### src/hw/serial_shifter_pkg.sv
package serial_shifter_pkg;

  // register byte addresses on the apb bus
  localparam logic [7:0] OFF_CTRL     = 8'h00;
  localparam logic [7:0] OFF_SHIFT    = 8'h04;
  localparam logic [7:0] OFF_PORT     = 8'h08;
  localparam logic [7:0] OFF_STATUS   = 8'h0c;
  localparam logic [7:0] OFF_IRQ_STAT = 8'h10;
  localparam logic [7:0] OFF_IRQ_MASK = 8'h14;
  localparam logic [7:0] OFF_DIV      = 8'h18;

  // wait-condition select encodings
  localparam logic [1:0] WAIT_NONE     = 2'h0;
  localparam logic [1:0] WAIT_BYTE     = 2'h1;
  localparam logic [1:0] WAIT_BIT      = 2'h2;
  localparam logic [1:0] WAIT_BYTE_ALT = 2'h3;

  localparam logic [3:0] BYTE_BITS = 4'h8;

  // port latch bit positions
  localparam int LATCH_CLK = 0;
  localparam int LATCH_OUT = 1;
  localparam int LATCH_IN  = 2;

  // interrupt status bit positions
  localparam int IRQ_DONE = 0;
  localparam int IRQ_RISE = 1;

  // status register field positions
  localparam int STAT_SCK = 4;
  localparam int STAT_SI  = 5;
  localparam int STAT_RUN = 6;

  // reset values
  localparam logic [7:0] CTRL_RESET  = 8'h00;
  localparam logic [7:0] DIV_RESET   = 8'h04;
  localparam logic [7:0] SHIFT_RESET = 8'h00;
  localparam logic [2:0] LATCH_RESET = 3'h0;
  localparam logic [7:0] IRQ_RESET   = 8'h00;

  typedef struct packed {
    logic       in_pin_direction;
    logic       out_pin_direction;
    logic       clock_pin_direction;
    logic       transmit_select;
    logic       master_select;
    logic       wait_condition_sel_hi;
    logic       wait_condition_sel_lo;
    logic       serial_run_flag;
  } ctrl_t;

endpackage

### src/hw/three_wire_serial_shifter.sv
// The implementer's own choices: the address map and register access over APB.
`timescale 1ns/10ps
module three_wire_serial_shifter (
  input  wire logic        clk_sys_in,
  input  wire logic        resetn_in,
  input  wire logic        ce_in,
  input  wire logic        psel_in,
  input  wire logic        penable_in,
  input  wire logic        pwrite_in,
  input  wire logic [7:0]  paddr_in,
  input  wire logic [31:0] pwdata_in,
  output logic      [31:0] prdata_out,
  output logic             pready_out,
  output logic             pslverr_out,
  input  wire logic        sck_in,
  output logic             sck_out,
  output logic             sck_oe_out,
  output logic             so_out,
  output logic             so_oe_out,
  input  wire logic        si_in,
  output logic             si_out,
  output logic             si_oe_out,
  output logic             irq_out
);
  import serial_shifter_pkg::*;

  serial_shifter_pkg::ctrl_t ctrl_reg;
  serial_shifter_pkg::ctrl_t ctrl_next;
  logic [7:0]  shift_reg;
  logic [7:0]  div_reg;
  logic [7:0]  div_cnt_reg;
  logic [7:0]  irq_stat_reg;
  logic [7:0]  irq_stat_next;
  logic [7:0]  irq_mask_reg;
  logic [2:0]  latch_reg;
  logic [3:0]  count_reg;
  logic        sck_int_reg;
  logic        so_bit_reg;
  logic [2:0]  sck_sync_reg;
  logic [2:0]  si_sync_reg;
  logic        sck_level_reg;
  logic [31:0] rdata_next;

  function automatic logic wait_hit(input logic [1:0] sel,
                                    input logic       rise,
                                    input logic [3:0] cnt_after);
    logic hit;
    hit = 1'b0;
    if ((sel == WAIT_BYTE) || (sel == WAIT_BYTE_ALT)) begin
      hit = rise && (cnt_after == BYTE_BITS);
    end else if (sel == WAIT_BIT) begin
      hit = rise;
    end
    return hit;
  endfunction

  // mode decode
  wire        run_w    = ctrl_reg.serial_run_flag;
  wire        master_w = ctrl_reg.master_select;
  wire        tx_w     = ctrl_reg.transmit_select;
  wire [1:0]  wsel_w   = {ctrl_reg.wait_condition_sel_hi, ctrl_reg.wait_condition_sel_lo};

  // apb decode
  wire apb_access = psel_in & penable_in;
  wire apb_done   = apb_access & pready_out;
  wire wr_w       = apb_done & pwrite_in;
  wire hit_ctrl   = (paddr_in == OFF_CTRL);
  wire hit_shift  = (paddr_in == OFF_SHIFT);
  wire hit_port   = (paddr_in == OFF_PORT);
  wire hit_status = (paddr_in == OFF_STATUS);
  wire hit_istat  = (paddr_in == OFF_IRQ_STAT);
  wire hit_imask  = (paddr_in == OFF_IRQ_MASK);
  wire hit_div    = (paddr_in == OFF_DIV);
  wire mapped     = hit_ctrl | hit_shift | hit_port | hit_status | hit_istat | hit_imask | hit_div;
  wire pready_next  = apb_access & ~pready_out;
  wire pslverr_next = pready_next & ~mapped;
  wire wr_ctrl    = wr_w & hit_ctrl;
  wire wr_shift   = wr_w & hit_shift;
  wire run_start  = wr_ctrl & pwdata_in[0];

  // internal shift clock: half period of div_reg+1 system cycles
  wire half_done = (div_cnt_reg == div_reg);
  wire int_tick  = run_w & master_w & half_done;
  wire int_rise  = int_tick & ~sck_int_reg;
  wire int_fall  = int_tick & sck_int_reg;

  // external clock edge counts once second and third stages agree on a new level
  wire sck_agree = (sck_sync_reg[1] == sck_sync_reg[2]);
  wire ext_rise  = sck_agree & sck_sync_reg[2] & ~sck_level_reg;
  wire ext_fall  = sck_agree & ~sck_sync_reg[2] & sck_level_reg;
  wire clk_rise  = master_w ? int_rise : ext_rise;
  wire clk_fall  = master_w ? int_fall : ext_fall;
  wire si_level  = si_sync_reg[2];

  wire       shift_rise = run_w & clk_rise;
  wire       shift_fall = run_w & clk_fall & tx_w;
  wire [3:0] count_next = count_reg + 4'h1;
  wire       hw_stop    = run_w & wait_hit(wsel_w, clk_rise, count_next);

  wire [7:0] irq_events = {6'h00, shift_rise, hw_stop};
  wire [7:0] irq_clear  = (wr_w & hit_istat) ? pwdata_in[7:0] : 8'h00;

  // pin drive selection
  wire sck_oe_next = master_w | ctrl_reg.clock_pin_direction;
  wire sck_o_next  = master_w ? sck_int_reg : latch_reg[LATCH_CLK];
  wire so_oe_next  = tx_w | ctrl_reg.out_pin_direction;
  wire so_o_next   = tx_w ? so_bit_reg : latch_reg[LATCH_OUT];
  wire si_oe_next  = ctrl_reg.in_pin_direction;
  wire si_o_next   = latch_reg[LATCH_IN];

  // run flag: software write lands after the hardware stop so a set wins
  always_comb begin
    ctrl_next = ctrl_reg;
    if (hw_stop) begin
      ctrl_next.serial_run_flag = 1'b0;
    end
    if (wr_ctrl) begin
      ctrl_next = ctrl_t'(pwdata_in[7:0]);
    end
  end

  always_comb begin
    irq_stat_next = (irq_stat_reg & ~irq_clear) | irq_events;
  end

  always_comb begin
    rdata_next = 32'h0000_0000;
    if (hit_ctrl) begin
      rdata_next[7:0] = ctrl_reg;
    end else if (hit_shift) begin
      rdata_next[7:0] = shift_reg;
    end else if (hit_port) begin
      rdata_next[2:0] = latch_reg;
    end else if (hit_status) begin
      rdata_next[3:0]      = count_reg;
      rdata_next[STAT_SCK] = sck_sync_reg[2];
      rdata_next[STAT_SI]  = si_level;
      rdata_next[STAT_RUN] = run_w;
    end else if (hit_istat) begin
      rdata_next[7:0] = irq_stat_reg;
    end else if (hit_imask) begin
      rdata_next[7:0] = irq_mask_reg;
    end else if (hit_div) begin
      rdata_next[7:0] = div_reg;
    end
  end

  always_ff @(posedge clk_sys_in) begin
    if (!resetn_in) begin
      pready_out  <= 1'b0;
      pslverr_out <= 1'b0;
      prdata_out  <= 32'h0000_0000;
    end else if (ce_in) begin
      pready_out  <= pready_next;
      pslverr_out <= pslverr_next;
      prdata_out  <= pready_next ? rdata_next : 32'h0000_0000;
    end
  end

  always_ff @(posedge clk_sys_in) begin
    if (!resetn_in) begin
      ctrl_reg     <= ctrl_t'(CTRL_RESET);
      div_reg      <= DIV_RESET;
      latch_reg    <= LATCH_RESET;
      irq_mask_reg <= IRQ_RESET;
      irq_stat_reg <= IRQ_RESET;
      irq_out      <= 1'b0;
    end else if (ce_in) begin
      ctrl_reg     <= ctrl_next;
      irq_stat_reg <= irq_stat_next;
      irq_out      <= |(irq_stat_reg & irq_mask_reg);
      if (wr_w & hit_div) begin
        div_reg <= pwdata_in[7:0];
      end
      if (wr_w & hit_port) begin
        latch_reg <= pwdata_in[2:0];
      end
      if (wr_w & hit_imask) begin
        irq_mask_reg <= pwdata_in[7:0];
      end
    end
  end

  always_ff @(posedge clk_sys_in) begin
    if (!resetn_in) begin
      sck_sync_reg  <= 3'h7;
      si_sync_reg   <= 3'h0;
      sck_level_reg <= 1'b1;
    end else if (ce_in) begin
      sck_sync_reg <= {sck_sync_reg[1:0], sck_in};
      si_sync_reg  <= {si_sync_reg[1:0], si_in};
      if (sck_agree) begin
        sck_level_reg <= sck_sync_reg[2];
      end
    end
  end

  // shift clock generator idles high outside a master transfer
  always_ff @(posedge clk_sys_in) begin
    if (!resetn_in) begin
      div_cnt_reg <= 8'h00;
      sck_int_reg <= 1'b1;
    end else if (ce_in) begin
      if (!run_w || !master_w || run_start) begin
        div_cnt_reg <= 8'h00;
        sck_int_reg <= 1'b1;
      end else if (half_done) begin
        div_cnt_reg <= 8'h00;
        sck_int_reg <= ~sck_int_reg;
      end else begin
        div_cnt_reg <= div_cnt_reg + 8'h01;
      end
    end
  end

  always_ff @(posedge clk_sys_in) begin
    if (!resetn_in) begin
      count_reg  <= 4'h0;
      shift_reg  <= SHIFT_RESET;
      so_bit_reg <= 1'b0;
    end else if (ce_in) begin
      if (run_start) begin
        count_reg <= 4'h0;
      end else if (clk_rise) begin
        count_reg <= count_next;
      end
      if (wr_shift) begin
        shift_reg <= pwdata_in[7:0];
      end else if (shift_rise) begin
        shift_reg <= {shift_reg[6:0], si_level};
      end
      if (shift_fall) begin
        so_bit_reg <= shift_reg[7];
      end
    end
  end

  always_ff @(posedge clk_sys_in) begin
    if (!resetn_in) begin
      sck_out    <= 1'b1;
      sck_oe_out <= 1'b0;
      so_out     <= 1'b0;
      so_oe_out  <= 1'b0;
      si_out     <= 1'b0;
      si_oe_out  <= 1'b0;
    end else if (ce_in) begin
      sck_out    <= sck_o_next;
      sck_oe_out <= sck_oe_next;
      so_out     <= so_o_next;
      so_oe_out  <= so_oe_next;
      si_out     <= si_o_next;
      si_oe_out  <= si_oe_next;
    end
  end
endmodule

### config.mk
export PLATFORM = sky130hd
export DESIGN_NAME = three_wire_serial_shifter
export DESIGN_NICKNAME = d
export VERILOG_FILES = /design/src/hw/serial_shifter_pkg.sv /design/src/hw/three_wire_serial_shifter.sv
export SDC_FILE = /design/constraint.sdc
export NUM_CORES = 1
export LEC_CHECK = 0
export ABC_AREA = 0
export CAP_MARGIN = 20
export CORE_MARGIN = 2
export CORE_UTILIZATION = 36
export DETAILED_ROUTE_END_ITERATION = 10
export DONT_BUFFER_PORTS = 1
export GPL_TIMING_DRIVEN = 0
export PLACE_DENSITY = 0.61
export SLEW_MARGIN = 20
export SYNTH_ARGS = -nofsm -noshare
export SYNTH_HDL_FRONTEND = slang
export SYNTH_SLANG_ARGS = --single-unit
### constraint.sdc
create_clock -name clk_sys_in -period 1.7 [get_ports clk_sys_in]
set_input_delay 0.085 -clock clk_sys_in [delete_from_list [all_inputs] [get_ports clk_sys_in]]
set_output_delay 0.085 -clock clk_sys_in [all_outputs]
set_load 0.005 [all_outputs]
# [Word-level counts from Yosys, hierarchy flattened]
# Index checks and enable logic that the tools add are counted.
[word_totals] register_bits=105 word_cells=134 inputBits=48
[classes] bitwise=41 muxes=27 n_reduce_logical=22 addsub=2 eq_ne=12
[op_table] operator="two-way mux 8 bit" n=11
[op_table] operator="bitwise AND 1 bit" n=24
[op_table] operator="equality test 8 x 5 -> 1 bit (second input constant)" n=3
[op_table] operator="AND reduction 2 bit" n=10
[op_table] operator="bitwise AND 8 bit" n=2
[op_table] operator="equality test 8 x 4 -> 1 bit (second input constant)" n=2
[op_table] operator="two-way mux 1 bit" n=11
[op_table] operator="adder 8 x 1 -> 8 bit (second input constant)" n=1
[op_table] operator="equality test 8 x 3 -> 1 bit (second input constant)" n=1
[op_table] operator="equality test 8 bit" n=1
[op_table] operator="zero test 8 bit" n=1
[op_table] operator="two-way mux 4 bit" n=2
[op_table] operator="NOT 8 bit" n=1
[op_table] operator="bitwise OR 1 bit" n=8
[op_table] operator="bitwise OR 8 x 2 -> 8 bit" n=1
[op_table] operator="nonzero test 2 bit" n=4
[op_table] operator="OR reduction 8 bit" n=1
[op_table] operator="two-way mux 7 bit" n=1
[op_table] operator="two-way mux 5 bit" n=1
[op_table] operator="NOT 1 bit" n=5
[op_table] operator="adder 4 x 1 -> 4 bit (second input constant)" n=1
[op_table] operator="equality test 2 bit (second input constant)" n=2
[op_table] operator="equality test 4 bit (second input constant)" n=1
[op_table] operator="logical OR 1 bit" n=3
[op_table] operator="5 further kinds" n=6

# [Depth between registers and ports, before layout]
[logic_depth] ltp_word=9 mapped_depth=8 mapped_depth_nobuf=6

# [Worst setup path before layout]
# OpenSTA, ideal clock, no wires.
[synth_timing] path_kind="register -> register" start="reg pready_out" end="reg shift_reg[0]" stages_incl_launch_ff=9 n_path_buf=3 period_less_slack_ps=1852 arrival_ps=1734 path_slack_ps=-152 cell_sequence="dfxtp_1 > and4_1 > buf_2 > and3_1 > buf_6 > nand2_2 > or3b_1 > buf_2 > o2111a_1"
[synth_via] elab_chain_len=5 elab_cells_between_ends=6 cone_classes="1 x mux; 3 x bitwise; 2 x reduce/logical"
[synth_lines] item="start, declared" line_no="three_wire_serial_shifter.sv:13" source="output logic pready_out,"
[synth_lines] item="start signal, assigned" line_no="three_wire_serial_shifter.sv:154" source="pready_out <= pready_next;"
[synth_lines] item="bitwise AND 1 bit *" line_no="three_wire_serial_shifter.sv:65" source="wire apb_done = apb_access & pready_out;"
[synth_lines] item="bitwise AND 1 bit *" line_no="three_wire_serial_shifter.sv:66" source="wire wr_w = apb_done & pwrite_in;"
[synth_lines] item="bitwise AND 1 bit *" line_no="three_wire_serial_shifter.sv:78" source="wire wr_shift = wr_w & hit_shift;"
[synth_lines] item="nonzero test 2 bit (no line)"
[synth_lines] item="AND reduction 2 bit (no line)"
[synth_lines] item="end signal, assigned" line_no="three_wire_serial_shifter.sv:228" source="shift_reg <= pwdata_in[7:0];"
[synth_lines] item="end signal, assigned" line_no="three_wire_serial_shifter.sv:230" source="shift_reg <= {shift_reg[6:0], si_level};"
[synth_lines] item="end, declared" line_no="three_wire_serial_shifter.sv:29" source="logic [7:0] shift_reg;"
# Every way passes the cells marked *; elsewhere a longest branch is shown, timed or not.
# A chain may end at the register's enable or synchronous reset.

# [Worst setup path in the final report]
[layout_timing] start="reg div_reg[4]" end="reg sck_int_reg"
[layout_via] elab_chain_len=3
[layout_lines] item="start, declared" line_no="three_wire_serial_shifter.sv:30" source="logic [7:0] div_reg;"
[layout_lines] item="start signal, assigned" line_no="three_wire_serial_shifter.sv:173" source="div_reg <= pwdata_in[7:0];"
[layout_lines] item="equality test 8 bit" line_no="three_wire_serial_shifter.sv:82" source="wire half_done = (div_cnt_reg == div_reg);"
[layout_lines] item="nonzero test 2 bit (no line)"
[layout_lines] item="AND reduction 2 bit (no line)"
[layout_lines] item="end signal, assigned" line_no="three_wire_serial_shifter.sv:209" source="sck_int_reg <= ~sck_int_reg;"
[layout_lines] item="end, declared" line_no="three_wire_serial_shifter.sv:37" source="logic sck_int_reg;"
# No other way between the ends.

==> impl_metrics.env <==
export IMPL_period_minus_slack_ps=1940
export IMPL_yosysTopAreaCellShare=0.372
export IMPL_synth_area_leaders="dfxtp_1, mux2i_1, nand2_1"
export IMPL_die_area_sq_mm=0.0130
export IMPL_antenna_found_initial=0
export IMPL_reg2reg_from="div_reg[4]"
export IMPL_root_buffer="clkbuf_16"
export IMPL_die_y_um=114
export IMPL_drc=0
export IMPL_crit_arrival_ps=2170
export IMPL_reg2reg_slack_ps=-240
export IMPL_core_rowCount=40
export IMPL_async_flop_share=0
export IMPL_wl_mm=13.8
export IMPL_holdPathStages=3
export IMPL_setup_ws_ps=-238
export IMPL_grt_max_degree=15
export IMPL_dp_cells=681
export IMPL_hold_violations=0
export IMPL_hold_end="shift_reg[6]"
export IMPL_first_global_vias=3792
export IMPL_tightest_slew_ps=700
export IMPL_relSlewSlack=0.533
export IMPL_grt_util_all_layers=0.216
export IMPL_initial_utilization=0.366
export IMPL_finalSetupViolations=16
export IMPL_ys_ff_latch=81
export IMPL_max_cap_violations=0
export IMPL_violations="setup timing"
export IMPL_p_leak_nw=2.13
export IMPL_cts_tree="built"
export IMPL_r2r_cells=4
export IMPL_vdd_drop_max_uv=717
export IMPL_fin_skew_ps=8.25
export IMPL_cp_max_fo=3
export IMPL_gp_congestion=0.971
export IMPL_ys_warnings_count=0
export IMPL_hp_class="input pin to flop"
export IMPL_ios=89
export IMPL_fin_nets=620
export IMPL_final_max_slew_violation_count=0
export IMPL_yosysUniqueCellTypes=62
export IMPL_cts_sinks=81
export IMPL_power_density_mw_per_mm2=791
export IMPL_avgSynthCellArea_sq_um=8.54
export IMPL_critPathKind="flop to flop"
export IMPL_overflow=0
export IMPL_drt_iter0_drc=287
export IMPL_grt_pass1_wl_mm=21.3
export IMPL_routedWlPerCell_um=19.2
export IMPL_synth_edf_count=0
export IMPL_start_kind="flop"
export IMPL_final_antenna_net_count=0
export IMPL_ys_flop_type="dfxtp_1"
export IMPL_core_area_sq_mm=0.0119
export IMPL_synth_area_sq_mm=0.00436
export IMPL_finalNonFillerCells=719
export IMPL_cts_buffers_inserted=9
export IMPL_drive_gt1_frac=0.177
export IMPL_critPathRequiredTime_ps=1930
export IMPL_clockBufferDepth=2
export IMPL_finalSetupTns_ps=-1840
export IMPL_syn_instance_count=511
export IMPL_clk_pin_slew_ps=60
export IMPL_timing_rr_end="sck_int_reg"
export IMPL_antenna_cells=0
export IMPL_timing_final_crit_share=1.14
export IMPL_avgViaCountPerCell=5.59
export IMPL_synth_seq_area_share=0.372
export IMPL_clkLatencyLatePin_ps=340
export IMPL_place_hpwl_mm=10.0
export IMPL_fmax_mhz=516
export IMPL_hold_start="pwdata_in[6]"
export IMPL_fin_hold_ws_ps=4.21
export IMPL_post_synth_top_area_cell="dfxtp_1"
export IMPL_htree_levels=3
export IMPL_die_w_um=114
export IMPL_end_kind="flop"
export IMPL_firstDrtPassIters=5
export IMPL_status="finished, violations left"
export IMPL_vias=4021
export IMPL_syn2layout_area_growth_pct=21.8
export IMPL_grt_setup_unrepaired="yes"
export IMPL_portBuffers=0
-- layer usage --
layer  wire (um)  vias up  part of all wire  GRT usage
met5           0        -                 0          0
met4         206        0             0.015     0.0642
met3        1110       15             0.080     0.0487
met2        6130      188              0.44      0.330
met1        6340     1913              0.46      0.304
li1            -     1905                 -          -
-- critical path, stage by stage, from the launching register on --
cell,delay (ps)
dfxtp_4,350
xor2_2,180
or4_4,550
or4_4,480
mux2_4,260
-- worst max-delay path by stage --
stage	to	start	slack, ps	cells past startpoint
2_1_floorplan	sck_int_reg	div_reg[4]	-120	4
3_3_place_gp	shift_reg[3]	sck_sync_reg[2]	-580	6
3_5_place_dp	shift_reg[3]	sck_sync_reg[2]	-600	6
4_1_cts	sck_int_reg	div_reg[5]	-200	4
5_1_grt	sck_int_reg	div_reg[4]	-270	4
6_report	sck_int_reg	div_reg[4]	-240	4
-- cells by family after synthesis --
kind of cell | after synthesis | share of synthesized area
flops | 81 | 0.372
other cells | 1 | 0.000859
xor+xnor | 16 | 0.0321
buf+inv | 64 | 0.0846
mux | 28 | 0.0645
compound gates | 152 | 0.227
fa+ha+maj | 5 | 0.0143
simple gates | 164 | 0.205
-- layout make-up --
type,count,area (sq um)
clock buffer,10,229
sequential,81,1650
tap,147,184
buffer,52,337
fill,1207,6590
multi-input combinational,389,2590
timing repair buffer,25,235
clock inverter,6,65.1
inverter,9,33.8
-- synth_stat cells, types with 2 or more instances --
library cell  count
a41oi_1           2
buf_6             4
buf_2             7
nor2_1           21
o21ai_0          27
nor2b_1          30
nand2b_1          2
o31a_1            2
clkbuf_1         20
nand3b_1          3
inv_1             8
dfxtp_1          81
a21oi_1          37
nand2_1          57
a21boi_1          3
buf_4            24
a21boi_0         12
and2_1            2
o21a_1           10
o211a_1           8
xnor2_1           6
and3_1            6
mux2i_1          27
a22o_1            4
o31ai_1           3
or4_1             3
and4_1            3
o22ai_1          10
o2bb2ai_1         3
nor4_2            2
o21ai_1           9
nor3_1            2
nand3_1          14
xor2_1           10
ha_1              5
nand4_1           6
o21bai_1          2
o211ai_1          4
a22oi_1           9
-- what timing repair did --
item,4_1_cts,5_1_grt
cloned,0,1
hold buffers,9,0
buffers inserted,7,8
resized for setup,15,34
hold endpoints to repair,35,0
endpoints found under the setup margin,16,34
pin swaps,4,22
-- report_power, final --
| group | internal, mW | switching, mW | total, mW |
|---|---|---|---|
| Sequential | 1.91 | 0.0200 | 1.93 |
| Combinational | 0.142 | 0.197 | 0.339 |
| Clock | 1.14 | 0.795 | 1.94 |
-- metrics by stage --
stage / power (mW) / utilization / setup WS (ps) / cell area (sq um)
after floorplan: 2.19 / - / -123 / 4480
after global placement: 2.26 / 0.391 / -577 / 4660
after detailed placement: 2.26 / 0.391 / -599 / 4660
after CTS: 4.22 / 0.433 / -200 / 5150
after global routing: 4.33 / 0.446 / -265 / 5320
final: 4.21 / 0.446 / -238 / 5320
-- cells in the final DEF, fill, tap and decap left out, types with 18 or more instances in the layout --
cell	n
conb_1	24
a21oi_1	37
clkbuf_1	18
buf_4	38
mux2i_1	27
dfxtp_1	72
nor2_1	20
o21ai_0	27
nand2_1	57
nor2b_1	30
(Power assumes the default switching activity.)
